### src/pcc_consts.svh
`ifndef PCC_CONSTS_SVH
`define PCC_CONSTS_SVH

// ----------------------------------------
// Register indices (byte address = 4 x index)
// ----------------------------------------
`define PCC_IDX_PWCTL   10'h00F
`define PCC_IDX_IRQ_ST  10'h020
`define PCC_IDX_IRQ_MSK 10'h021
`define PCC_IDX_CLKCFG  10'h022

// ----------------------------------------
// Power control fields and reset values
// ----------------------------------------
`define PCC_BIT_LOOP_EN   0
`define PCC_BIT_LOCK      1
`define PCC_BIT_CLKOUT    2
`define PCC_BIT_RSTPIN    5
`define PCC_BIT_REGKEEP   6
`define PCC_BIT_BORDIS    7
`define PCC_BIT_SECCORE   10
`define PCC_PWCTL_RST     16'h0000
`define PCC_PWCTL_IMPL    16'h04E7
`define PCC_PRESCALE_HIGH_FREQ_OSC_DISABLE 2'b11

// ----------------------------------------
// Interrupt events, bus responses
// ----------------------------------------
`define PCC_EV_LOCK  0
`define PCC_EV_BOR   1
`define PCC_EV_W     2
`define PCC_EV_RST   2'b00
`define PCC_OKAY     2'b00
`define PCC_SLVERR   2'b10
`define PCC_WORD_RST 32'h0000_0000

`endif

### src/pcc_pkg.sv
package pcc_pkg;

  typedef enum logic [1:0] {
    PCC_CH_IDLE = 2'b01,
    PCC_CH_RESP = 2'b10
  } pcc_ch_e;

  typedef struct packed {
    logic [4:0] rsv_hi;
    logic       secondary_core_enable;
    logic [1:0] rsv_mid;
    logic       brownout_stop_disable;
    logic       regulator_keep_on;
    logic       reset_pin_disable;
    logic [1:0] rsv_lo;
    logic       clock_output_enable;
    logic       loop_lock_status;
    logic       loop_enable;
  } pcc_pwctl_s;

endpackage

### src/pcc_power_control.sv
// Overview of operation
// - Clock output and secondary core enables clear on any reset; rest on power-on only.
// - Power-on loads zeros; oscillator disable set when prescale strap is 11b.
// - Writing loop enable one starts the loop and locks it to 32K reference.
// - Clearing loop enable stops the loop unless it is the system clock.
// - Lock status is read-only, cleared on enable rise, set once locked.
// - Lock status clears on every stop mode entry.
// - Clock output enable routes the undivided core clock onto the shared pin.
// - Unimplemented power control bits 4:3, 9:8, 15:11 read as zero.
// - Reset pin disable frees the pin; otherwise the pin drives reset.
// - In stop mode the regulator stays on only if regulator keep is set.
// - Outside stop mode the regulator is always on.
// - Brownout detection stays active whenever the regulator is on.
// - Stop with brownout disable one and keep zero powers the comparator down.
// - Stop with both bits zero keeps watching supply and raises brownout reset.
// - Secondary core enable clears on reset and stop entry; zero disables the core.
// - Only the supervisory core may read or write the secondary core enable.
// - Writing secondary core enable one releases the processing core to run.
//
// Added by the designer: the AXI4-Lite register port.
`include "pcc_consts.svh"
`timescale 1ns/1ns
`default_nettype none

module pcc_power_control
  import pcc_pkg::*;
(
  // Clock and power-on reset
  input  wire logic        aclk,
  input  wire logic        aresetn,
  // AXI4-Lite write
  input  wire logic        awvalid,
  output logic             awready,
  input  wire logic [11:0] awaddr,
  input  wire logic [2:0]  awprot,
  input  wire logic        wvalid,
  output logic             wready,
  input  wire logic [31:0] wdata,
  input  wire logic [3:0]  wstrb,
  output logic             bvalid,
  input  wire logic        bready,
  output logic [1:0]       bresp,
  // AXI4-Lite read
  input  wire logic        arvalid,
  output logic             arready,
  input  wire logic [11:0] araddr,
  input  wire logic [2:0]  arprot,
  output logic             rvalid,
  input  wire logic        rready,
  output logic [31:0]      rdata,
  output logic [1:0]       rresp,
  // Reset sources
  input  wire logic        sys_reset,
  input  wire logic        reset_pin_n,
  output logic             pin_reset_req,
  output logic             reset_pin_port_free,
  // Frequency-locked loop
  input  wire logic        loop_locked,
  input  wire logic        loop_is_sysclk,
  output logic             loop_run,
  // Oscillator strap
  input  wire logic [1:0]  clock_prescale_select,
  output logic             high_freq_osc_disable,
  // Stop mode and supply
  input  wire logic        stop_mode,
  input  wire logic        vdd_low,
  output logic             regulator_on,
  output logic             brownout_active,
  output logic             brownout_reset,
  // Shared pin and processing core
  output logic             shared_port_clk_sel,
  output logic             processing_core_enable,
  // Interrupt
  output logic             irq
);

  // ----------------------------------------
  // Decode helpers
  // ----------------------------------------
  function automatic logic [9:0] reg_idx(input logic [11:0] a);
    reg_idx = a[11:2];
  endfunction

  function automatic logic known_idx(input logic [9:0] i);
    known_idx = (i == `PCC_IDX_PWCTL) || (i == `PCC_IDX_IRQ_ST) ||
                (i == `PCC_IDX_IRQ_MSK) || (i == `PCC_IDX_CLKCFG);
  endfunction

  // ----------------------------------------
  // Input synchronisers
  // ----------------------------------------
  logic [4:0] sync1_r;
  logic [4:0] sync2_r;

  always_ff @(posedge aclk) begin
    if (!aresetn) begin
      sync1_r <= 5'h1_1;
      sync2_r <= 5'h1_1;
    end else begin
      sync1_r <= {clock_prescale_select, vdd_low, loop_locked, reset_pin_n};
      sync2_r <= sync1_r;
    end
  end

  logic       pin_s;
  logic       locked_s;
  logic       vdd_low_s;
  logic [1:0] presc_s;
  assign pin_s     = sync2_r[0];
  assign locked_s  = sync2_r[1];
  assign vdd_low_s = sync2_r[2];
  assign presc_s   = sync2_r[4:3];

  // ----------------------------------------
  // Write channel
  // ----------------------------------------
  pcc_ch_e     wst_r;
  logic        aw_got_r;
  logic        w_got_r;
  logic        awready_r;
  logic        wready_r;
  logic        bvalid_r;
  logic [1:0]  bresp_r;
  logic [11:0] waddr_r;
  logic        wpriv_r;
  logic [31:0] wdata_r;
  logic [3:0]  wstrb_r;
  logic        wr_do;

  assign wr_do = (wst_r == PCC_CH_IDLE) && aw_got_r && w_got_r;

  always_ff @(posedge aclk) begin
    if (!aresetn) begin
      wst_r     <= PCC_CH_IDLE;
      aw_got_r  <= 1'b0;
      w_got_r   <= 1'b0;
      awready_r <= 1'b0;
      wready_r  <= 1'b0;
      bvalid_r  <= 1'b0;
      bresp_r   <= `PCC_OKAY;
      waddr_r   <= 12'h000;
      wpriv_r   <= 1'b0;
      wdata_r   <= `PCC_WORD_RST;
      wstrb_r   <= 4'h0;
    end else begin
      case (wst_r)
        PCC_CH_IDLE: begin
          if (wr_do) begin
            bvalid_r <= 1'b1;
            bresp_r  <= known_idx(reg_idx(waddr_r)) ? `PCC_OKAY : `PCC_SLVERR;
            aw_got_r <= 1'b0;
            w_got_r  <= 1'b0;
            wst_r    <= PCC_CH_RESP;
          end else begin
            if (awvalid && awready_r) begin
              aw_got_r  <= 1'b1;
              awready_r <= 1'b0;
              waddr_r   <= awaddr;
              wpriv_r   <= awprot[0];
            end else if (!aw_got_r) begin
              awready_r <= 1'b1;
            end
            if (wvalid && wready_r) begin
              w_got_r  <= 1'b1;
              wready_r <= 1'b0;
              wdata_r  <= wdata;
              wstrb_r  <= wstrb;
            end else if (!w_got_r) begin
              wready_r <= 1'b1;
            end
          end
        end
        PCC_CH_RESP: begin
          if (bready) begin
            bvalid_r <= 1'b0;
            wst_r    <= PCC_CH_IDLE;
          end
        end
        default: wst_r <= PCC_CH_IDLE;
      endcase
    end
  end

  logic [9:0] widx;
  logic       wr_pw;
  assign widx  = reg_idx(waddr_r);
  assign wr_pw = wr_do && (widx == `PCC_IDX_PWCTL);

  // ----------------------------------------
  // Reset sources and stop entry
  // ----------------------------------------
  pcc_pwctl_s pw_r;
  logic       stop_d_r;
  logic       stop_entry;
  logic       pin_rst;
  logic       any_rst;

  assign stop_entry = stop_mode && !stop_d_r;
  assign pin_rst    = !pin_s && !pw_r.reset_pin_disable;
  assign any_rst    = sys_reset || pin_rst;

  always_ff @(posedge aclk) begin
    if (!aresetn) begin
      stop_d_r <= 1'b0;
    end else begin
      stop_d_r <= stop_mode;
    end
  end

  // ----------------------------------------
  // Power control register
  // ----------------------------------------
  logic loop_en_d_r;
  logic loop_rise;
  logic loop_run_r;
  assign loop_rise = pw_r.loop_enable && !loop_en_d_r;

  // Power-on only bits
  always_ff @(posedge aclk) begin
    if (!aresetn) begin
      pw_r.loop_enable           <= 1'b0;
      pw_r.reset_pin_disable     <= 1'b0;
      pw_r.regulator_keep_on     <= 1'b0;
      pw_r.brownout_stop_disable <= 1'b0;
    end else if (wr_pw && wstrb_r[0]) begin
      pw_r.loop_enable           <= wdata_r[`PCC_BIT_LOOP_EN];
      pw_r.reset_pin_disable     <= wdata_r[`PCC_BIT_RSTPIN];
      pw_r.regulator_keep_on     <= wdata_r[`PCC_BIT_REGKEEP];
      pw_r.brownout_stop_disable <= wdata_r[`PCC_BIT_BORDIS];
    end
  end

  // Cleared by every reset kind
  always_ff @(posedge aclk) begin
    if (!aresetn || any_rst) begin
      pw_r.clock_output_enable <= 1'b0;
    end else if (wr_pw && wstrb_r[0]) begin
      pw_r.clock_output_enable <= wdata_r[`PCC_BIT_CLKOUT];
    end
  end

  // Hardware clear beats a same-cycle software set
  always_ff @(posedge aclk) begin
    if (!aresetn || any_rst || stop_entry) begin
      pw_r.secondary_core_enable <= 1'b0;
    end else if (wr_pw && wstrb_r[1] && wpriv_r) begin
      pw_r.secondary_core_enable <= wdata_r[`PCC_BIT_SECCORE];
    end
  end

  // Lock flag never takes bus data
  always_ff @(posedge aclk) begin
    if (!aresetn) begin
      pw_r.loop_lock_status <= 1'b0;
      loop_en_d_r           <= 1'b0;
    end else begin
      loop_en_d_r <= pw_r.loop_enable;
      if (loop_rise || stop_entry) begin
        pw_r.loop_lock_status <= 1'b0;
      end else if (pw_r.loop_enable && loop_run_r && locked_s) begin
        pw_r.loop_lock_status <= 1'b1;
      end
    end
  end

  always_ff @(posedge aclk) begin
    if (!aresetn) begin
      pw_r.rsv_hi  <= 5'h00;
      pw_r.rsv_mid <= 2'h0;
      pw_r.rsv_lo  <= 2'h0;
    end else begin
      pw_r.rsv_hi  <= 5'h00;
      pw_r.rsv_mid <= 2'h0;
      pw_r.rsv_lo  <= 2'h0;
    end
  end

  // Loop keeps running while it clocks the system
  always_ff @(posedge aclk) begin
    if (!aresetn) begin
      loop_run_r <= 1'b0;
    end else begin
      loop_run_r <= pw_r.loop_enable || (loop_run_r && loop_is_sysclk);
    end
  end

  // ----------------------------------------
  // Oscillator disable, strap caught after reset
  // ----------------------------------------
  logic [2:0] por_dly_r;
  logic       high_freq_osc_disable_r;

  always_ff @(posedge aclk) begin
    if (!aresetn) begin
      por_dly_r <= 3'h0;
      high_freq_osc_disable_r    <= 1'b0;
    end else begin
      por_dly_r <= {por_dly_r[1:0], 1'b1};
      if (!por_dly_r[2]) begin
        high_freq_osc_disable_r <= (presc_s == `PCC_PRESCALE_HIGH_FREQ_OSC_DISABLE);
      end else if (wr_do && widx == `PCC_IDX_CLKCFG && wstrb_r[0]) begin
        high_freq_osc_disable_r <= wdata_r[0];
      end
    end
  end

  // ----------------------------------------
  // Power, pin and core outputs
  // ----------------------------------------
  logic reg_on_r;
  logic bor_act_r;
  logic bor_rst_r;
  logic clk_sel_r;
  logic port_free_r;
  logic pin_req_r;
  logic core_en_r;

  always_ff @(posedge aclk) begin
    if (!aresetn) begin
      reg_on_r    <= 1'b1;
      bor_act_r   <= 1'b1;
      bor_rst_r   <= 1'b0;
      clk_sel_r   <= 1'b0;
      port_free_r <= 1'b0;
      pin_req_r   <= 1'b0;
      core_en_r   <= 1'b0;
    end else begin
      reg_on_r    <= !stop_mode || pw_r.regulator_keep_on;
      bor_act_r   <= !stop_mode || pw_r.regulator_keep_on ||
                     !pw_r.brownout_stop_disable;
      bor_rst_r   <= bor_act_r && vdd_low_s;
      clk_sel_r   <= pw_r.clock_output_enable;
      port_free_r <= pw_r.reset_pin_disable;
      pin_req_r   <= pin_rst;
      core_en_r   <= pw_r.secondary_core_enable;
    end
  end

  // ----------------------------------------
  // Interrupt status and mask
  // ----------------------------------------
  logic [`PCC_EV_W-1:0] ist_r;
  logic [`PCC_EV_W-1:0] imsk_r;
  logic [`PCC_EV_W-1:0] ev;
  logic                 lock_d_r;
  logic                 bor_d_r;
  logic                 irq_r;

  assign ev = {bor_rst_r && !bor_d_r, pw_r.loop_lock_status && !lock_d_r};

  always_ff @(posedge aclk) begin
    if (!aresetn) begin
      ist_r    <= `PCC_EV_RST;
      imsk_r   <= `PCC_EV_RST;
      lock_d_r <= 1'b0;
      bor_d_r  <= 1'b0;
      irq_r    <= 1'b0;
    end else begin
      lock_d_r <= pw_r.loop_lock_status;
      bor_d_r  <= bor_rst_r;
      irq_r    <= |(ist_r & imsk_r);
      if (wr_do && widx == `PCC_IDX_IRQ_ST && wstrb_r[0]) begin
        ist_r <= (ist_r & ~wdata_r[`PCC_EV_W-1:0]) | ev;
      end else begin
        ist_r <= ist_r | ev;
      end
      if (wr_do && widx == `PCC_IDX_IRQ_MSK && wstrb_r[0]) begin
        imsk_r <= wdata_r[`PCC_EV_W-1:0];
      end
    end
  end

  // ----------------------------------------
  // Read channel
  // ----------------------------------------
  pcc_ch_e     rst_r;
  logic        arready_r;
  logic        rvalid_r;
  logic [31:0] rdata_r;
  logic [1:0]  rresp_r;
  logic [15:0] pw_rd;

  always_comb begin
    pw_rd = pw_r & `PCC_PWCTL_IMPL;
    if (!arprot[0]) begin
      pw_rd[`PCC_BIT_SECCORE] = 1'b0;
    end
  end

  always_ff @(posedge aclk) begin
    if (!aresetn) begin
      rst_r     <= PCC_CH_IDLE;
      arready_r <= 1'b0;
      rvalid_r  <= 1'b0;
      rdata_r   <= `PCC_WORD_RST;
      rresp_r   <= `PCC_OKAY;
    end else begin
      case (rst_r)
        PCC_CH_IDLE: begin
          if (arvalid && arready_r) begin
            arready_r <= 1'b0;
            rvalid_r  <= 1'b1;
            rst_r     <= PCC_CH_RESP;
            rresp_r   <= known_idx(reg_idx(araddr)) ? `PCC_OKAY : `PCC_SLVERR;
            case (reg_idx(araddr))
              `PCC_IDX_PWCTL:   rdata_r <= {16'h0000, pw_rd};
              `PCC_IDX_IRQ_ST:  rdata_r <= {30'h0000_0000, ist_r};
              `PCC_IDX_IRQ_MSK: rdata_r <= {30'h0000_0000, imsk_r};
              `PCC_IDX_CLKCFG:  rdata_r <= {29'h0000_0000, presc_s, high_freq_osc_disable_r};
              default:          rdata_r <= `PCC_WORD_RST;
            endcase
          end else begin
            arready_r <= 1'b1;
          end
        end
        PCC_CH_RESP: begin
          if (rready) begin
            rvalid_r <= 1'b0;
            rst_r    <= PCC_CH_IDLE;
          end
        end
        default: rst_r <= PCC_CH_IDLE;
      endcase
    end
  end

  // ----------------------------------------
  // Output drive
  // ----------------------------------------
  assign awready                = awready_r;
  assign wready                 = wready_r;
  assign bvalid                 = bvalid_r;
  assign bresp                  = bresp_r;
  assign arready                = arready_r;
  assign rvalid                 = rvalid_r;
  assign rdata                  = rdata_r;
  assign rresp                  = rresp_r;
  assign pin_reset_req          = pin_req_r;
  assign reset_pin_port_free    = port_free_r;
  assign loop_run               = loop_run_r;
  assign high_freq_osc_disable  = high_freq_osc_disable_r;
  assign regulator_on           = reg_on_r;
  assign brownout_active        = bor_act_r;
  assign brownout_reset         = bor_rst_r;
  assign shared_port_clk_sel    = clk_sel_r;
  assign processing_core_enable = core_en_r;
  assign irq                    = irq_r;
endmodule

`default_nettype wire

### config.mk
export PLATFORM = sky130hd
export DESIGN_NAME = pcc_power_control
export DESIGN_NICKNAME = d
export VERILOG_FILES = /design/src/pcc_pkg.sv /design/src/pcc_power_control.sv
export VERILOG_INCLUDE_DIRS = /design/src
export SDC_FILE = /design/constraint.sdc
export NUM_CORES = 1
export LEC_CHECK = 0
export ABC_AREA = 1
export BUFFER_PORTS_ARGS = -buffer_cell sky130_fd_sc_hd__buf_4
export CAP_MARGIN = 0
export CORE_MARGIN = 2
export CORE_UTILIZATION = 40
export CTS_CLUSTER_SIZE = 30
export DETAILED_ROUTE_END_ITERATION = 16
export GPL_TIMING_DRIVEN = 0
export MAX_ROUTING_LAYER = met4
export PLACE_DENSITY = 0.71
export SYNTH_ARGS = -nofsm -noshare
export SYNTH_HDL_FRONTEND = slang
export SYNTH_SLANG_ARGS = --single-unit
### constraint.sdc
create_clock -name aclk -period 1.2 [get_ports aclk]
set_input_delay 0.12 -clock aclk [delete_from_list [all_inputs] [get_ports aclk]]
set_output_delay 0.12 -clock aclk [all_outputs]
set_load 0.01 [all_outputs]
# Yosys cells after proc, flatten, opt, wreduce, memory -nomap -nowiden
# Index checks and enable logic that the tools add are counted.
[word_totals] word_cells=163 input_bits=81 out_inout_bits=51 reg_bits=111
[classes] bitwise_logic=7 eq_ne=20 n_reduce_logical=64 muxes=29
[ops] operator="== test 10 x 6 -> 1 bit, second input constant" count=6
[ops] operator="case mux 11 bit (4 select lines)" count=1
[ops] operator="logical AND 1 bit" count=24
[ops] operator="== test 10 x 4 -> 1 bit, second input constant" count=2
[ops] operator="AND reduction 3 bit" count=6
[ops] operator="two-way mux 1 bit" count=17
[ops] operator="two-way mux 2 bit" count=7
[ops] operator="logical OR 1 bit" count=13
[ops] operator="AND reduction 2 bit" count=6
[ops] operator="logical NOT 1 bit" count=9
[ops] operator="inequality test 2 bit, second input constant" count=4
[ops] operator="case mux 2 bit (2 select lines)" count=2
[ops] operator="nonzero test 2 bit" count=4
[ops] operator="== test 2 bit, second input constant" count=3
[ops] operator="inequality test 2 x 1 -> 1 bit, second input constant" count=3
[ops] operator="bitwise AND 2 bit" count=2
[ops] operator="== test 2 x 1 -> 1 bit, second input constant" count=2
[ops] operator="bitwise OR 2 bit" count=2
[ops] operator="case mux 1 bit (2 select lines)" count=2
[ops] operator="OR reduction 2 bit" count=2
[ops] operator="NOT 1 bit" count=2
[ops] operator="NOT 2 bit" count=1

# Logic depth before layout (Yosys ltp)
[logic_depth] depth_word=7 depth_mapped=10 depth_no_buf=10

# Worst setup path after synthesis
# No wires, ideal clock.
[synth_timing] path_type="register to register" start="register aw_got_r" end="register pw_r[2] in the netlist's numbering" setup_ps=113 path_stages_with_launch=8 path_slack_ps=24 n_path_buf=0 required_time_ps=1087 arrival_time_ps=1063 period_less_slack_ps=1176 path_cell_list="dfxtp_1 -> nand2_4 -> nor3_4 -> inv_2 -> nor2_8 -> nand2_1 -> nand2_1 -> nor2_1"
[synth_between] elab_chain_cells=4
[synth_rtl] item="start: declaration" line="pcc_power_control.sv:118" source="logic aw_got_r;"
[synth_rtl] item="start signal: assignment" line="pcc_power_control.sv:135" source="aw_got_r <= 1'b0;"
[synth_rtl] item="start signal: assignment" line="pcc_power_control.sv:151" source="aw_got_r <= 1'b0;"
[synth_rtl] item="start signal: assignment" line="pcc_power_control.sv:156" source="aw_got_r <= 1'b1;"
[synth_rtl] item="logical AND 1 bit (2 in series)" line="pcc_power_control.sv:130" source="assign wr_do = (wst_r == PCC_CH_IDLE) && aw_got_r && w_got_r;"
[synth_rtl] item="logical AND 1 bit" line="pcc_power_control.sv:187" source="assign wr_pw = wr_do && (widx == `PCC_IDX_PWCTL);"
[synth_rtl] item="logical AND 1 bit" line="pcc_power_control.sv:237" source="end else if (wr_pw && wstrb_r[0]) begin"
[synth_rtl] item="end: declaration" line="pcc_power_control.sv:192" source="pcc_pwctl_s pw_r;"
# Every way passes these cells.
# A chain may end at the register's enable or synchronous reset.

# Final worst setup path
[layout_timing] start="register w_got_r" end="register pw_r[2] in the netlist's numbering"
[layout_between] elab_chain_cells=3
[layout_rtl] item="start: declaration" line="pcc_power_control.sv:119" source="logic w_got_r;"
[layout_rtl] item="start signal: assignment" line="pcc_power_control.sv:136" source="w_got_r <= 1'b0;"
[layout_rtl] item="start signal: assignment" line="pcc_power_control.sv:152" source="w_got_r <= 1'b0;"
[layout_rtl] item="start signal: assignment" line="pcc_power_control.sv:164" source="w_got_r <= 1'b1;"
[layout_rtl] item="logical AND 1 bit" line="pcc_power_control.sv:130"
[layout_rtl] item="logical AND 1 bit" line="pcc_power_control.sv:187"
[layout_rtl] item="logical AND 1 bit" line="pcc_power_control.sv:237"
# Every way passes these cells.

==> impl_metrics.csv <==
group,metric,value,unit
drt,post-route-drc-count,0,
global_routing,grt_pass1_wl,12100,µm
logic_synthesis,synth_cell_types,32,
floorplan,row_count,32,
global_routing,grt_max_degree,14,
power_and_ir_drop,pwr-share-comb,12.9,%
final_layout,diodes,0,
sta,fin_ws,-0.00337,ns
power_and_ir_drop,power_leakage,2.22,nW
sta,hold_viol,0,
power_and_ir_drop,seq_power_share,49.2,%
sta,hold_ws,0.00936,ns
drt,first_iter_violations,97,
sta,tightest_slew,0.668,ns
drt,vias_per_cell,4.41,
logic_synthesis,ys_seq_area_share,49.0,%
logic_synthesis,syn_inst,423,
drt,avgRoutedWirePerCell,11.4,µm
clock_network,clockRootBuffer,"clkbuf_8",
drt,ant_nets,0,
power_and_ir_drop,ir_worst_vdd,666,µV
power_and_ir_drop,power.switching,1.38,mW
final_layout,multi_input_area,1410,µm²
clock_network,cts.sinks,78,
logic_synthesis,synth_edf_count,0,
sta,fin_setup_tns,-0.00337,ns
power_and_ir_drop,power_density,1250,nW/µm²
setup_path,critPathLaunchType,"register",
min_path,hold_class,"input port to register",
sta,finalCriticalPeriod,1.20,ns
logic_synthesis,synth_common_cells,"93 x nand2_1, 78 x dfxtp_1, 55 x inv_1",
setup_path,worstReg2RegStart,"w_got_r",
floorplan,fp.dieH,93.3,µm
placement,dp_hpwl,5380,µm
power_and_ir_drop,switching_share,24.6,%
final_layout,design_area,4490,µm²
final_layout,drive_above_1_share,32.9,%
final_layout,nFillCells,720,
logic_synthesis,synth_top_area_share,49.0,%
logic_synthesis,avgSynthCellArea,7.53,µm²
clock_network,clock_path_buffers,2,
power_and_ir_drop,pwr-share-clk,37.9,%
logic_synthesis,post-synth-top-count-cell,"nand2_1",
final_layout,final_nets,633,
drt,vias,2908,
sta,rsz0062_at_grt,"yes",
sta,fin_crit_sh,100,%
setup_path,worstRegToRegCells,7,
clock_network,cts_tree,"done",
placement,place_congestion,0.810,
setup_path,end_kind,"register",
sta,setup_violations,1,
sta,maxSlewHeadroom,55.4,%
floorplan,die_w,93.3,µm
logic_synthesis,synth_area_leader_cell,"dfxtp_1",
status,outcome,"complete, but fails checks",
min_path,worstHoldStart,"loop_is_sysclk",
global_routing,grt_usage,18.4,%
drt,wl,7500,µm
clock_network,clk_pin_slew_worst_paths,0.08,ns
placement,place_area,3930,µm²
status,failed_checks,"setup timing",
global_routing,grt_overflow,0,
final_layout,postLayoutCoreUtil,58.2,%
floorplan,initial_core_util,41.2,%
run,maxCapViolCount,0,
clock_network,clock_insertion_delay_worst_skew,0.35,ns
placement,numPortBuffers,69,
clock_network,cts_buffers,9,
power_and_ir_drop,total_power,5.60,mW
logic_synthesis,yosysWarningCount,0,
floorplan,coreArea,7730,µm²
logic_synthesis,synth_ff_type,"dfxtp_1",
logic_synthesis,syn-cell-area,3190,µm²
final_layout,area_growth,41.0,%
logic_synthesis,ys_async_sr_fraction,0,%
logic_synthesis,ys_ff_latch,78,
drt,drtPass1Iterations,4,
min_path,hold_depth,3,
setup_path,required,1.45,ns
global_routing,grt_pass1_vias,2690,
sta,slew_violations,0,
power_and_ir_drop,intPower,4.22,mW
setup_path,r2r-end,"pw_r[2]",
global_routing,antenna_found_initial,0,
sta,finClkSkew,0.00775,ns
clock_network,htreeDepth,3,
setup_path,critPathArrivalTime,1.45,ns
floorplan,die-area,8700,µm²
logic_synthesis,synth_area_leaders,"dfxtp_1 49%, nand2_1 11%, buf_4 6.6%",
sta,max_freq,831,MHz
floorplan,num_io_pins,132,
final_layout,seqCellArea,1570,µm²
setup_path,rrSetupSlack,-0.003,ns
setup_path,worstPathMaxFanout,7,
min_path,hold_path_end,"loop_run",
setup_path,worstSetupPathType,"register to register",
layout by cell type, fill, tap and decap left out, types with 3 or more instances in the layout:
| cell | count |
|---|---|
| nor3_1 | 6 |
| nand2_4 | 5 |
| nor2_1 | 40 |
| nand2_1 | 88 |
| o21ai_1 | 6 |
| nand4_1 | 3 |
| a21oi_1 | 23 |
| nor2_4 | 8 |
| clkinv_2 | 3 |
| nand3_2 | 3 |
| dfxtp_2 | 8 |
| nand3_1 | 27 |
| nand2_2 | 4 |
| clkbuf_1 | 5 |
| dfxtp_1 | 70 |
| nor3_2 | 3 |
| nor2_2 | 5 |
| or2_2 | 4 |
| conb_1 | 27 |
| inv_2 | 7 |
| o21ai_0 | 15 |
| buf_4 | 110 |
| inv_1 | 48 |
| dlygate4sd3_1 | 6 |
| clkbuf_8 | 9 |
cells by family after synthesis:
kind of cell    synth area share [%]
flops                           49.0
simple gates                    27.7
other cells                    0.118
compound gates                  8.95
buf+inv                         14.2
through the flow:
step | std cells | setup slack [ns]
3_5_place_dp | 620 | -0.194
5_1_grt | 659 | -0.0683
6_report | 659 | -0.00337
3_3_place_gp | 620 | -0.177
4_1_cts | 654 | -0.00445
2_1_floorplan | 449 | 0.0241
power by group through the flow:
stage,logic [mW],clock network (mW),registers [mW]
6_report,0.720,2.12,2.76
5_1_grt,0.796,2.26,2.77
4_1_cts,0.659,2.16,2.75
3_5_place_dp,0.578,0,2.80
3_3_place_gp,0.566,0,2.80
2_1_floorplan,0.345,0,2.80
how the worst max path moves through the flow:
stage	from	to	slack [ns]	cells past startpoint
after floorplan	aw_got_r	pw_r[2]	0.02	7
after global placement	aresetn	pin_reset_req	-0.18	5
after detailed placement	aresetn	arready	-0.19	5
after CTS	rst_r[1]	rdata[2]	-0.004	7
after global routing	waddr_r[9]	pw_r[2]	-0.07	8
final	w_got_r	pw_r[2]	-0.003	7
worst max-delay path, stage by stage, from the launching register on:
cell     delay [ns]
dfxtp_2        0.36
nand2_4        0.09
nor3_4         0.20
inv_2          0.13
nor2_8         0.16
nand2_1        0.06
nand2_1        0.06
nor2_1         0.03
what timing repair did:
action	CTS	global route
endpoints found under the setup margin	41	34
setup buffers	11	4
pin swaps	10	14
hold endpoints to repair	6	0
hold buffers	6	0
gates resized for setup	29	27
gates cloned	1	1
final cells by class:
cell class / instances / share of cell area, %
buffer: 36 / 5.62
tap: 102 / 2.84
clock buffer: 10 / 2.84
sequential: 78 / 35.0
inverter: 56 / 4.73
clock inverter: 6 / 1.87
multi-input combinational: 280 / 31.4
timing repair buffer: 91 / 15.8
layer usage:
layer	vias up	GRT usage [%]	wire length, µm
li1	1528	-	-
met1	1259	22.0	3280
met2	106	29.3	3510
met3	15	4.43	510
met4	0	8.95	192
met5	-	-	0
registers in the layout, indices dropped and copies added (netlist names), 2 cells and up:
| register | count |
|---|---|
| waddr_r | 10 |
| pw_r | 7 |
| rdata | 7 |
| wdata_r | 7 |
| sync1_r | 5 |
| sync2_r | 5 |
| por_dly_r | 3 |
| imsk_r | 2 |
| ist_r | 2 |
| rst_r | 2 |
| wst_r | 2 |
| wstrb_r | 2 |
(Power assumes the default switching activity.)
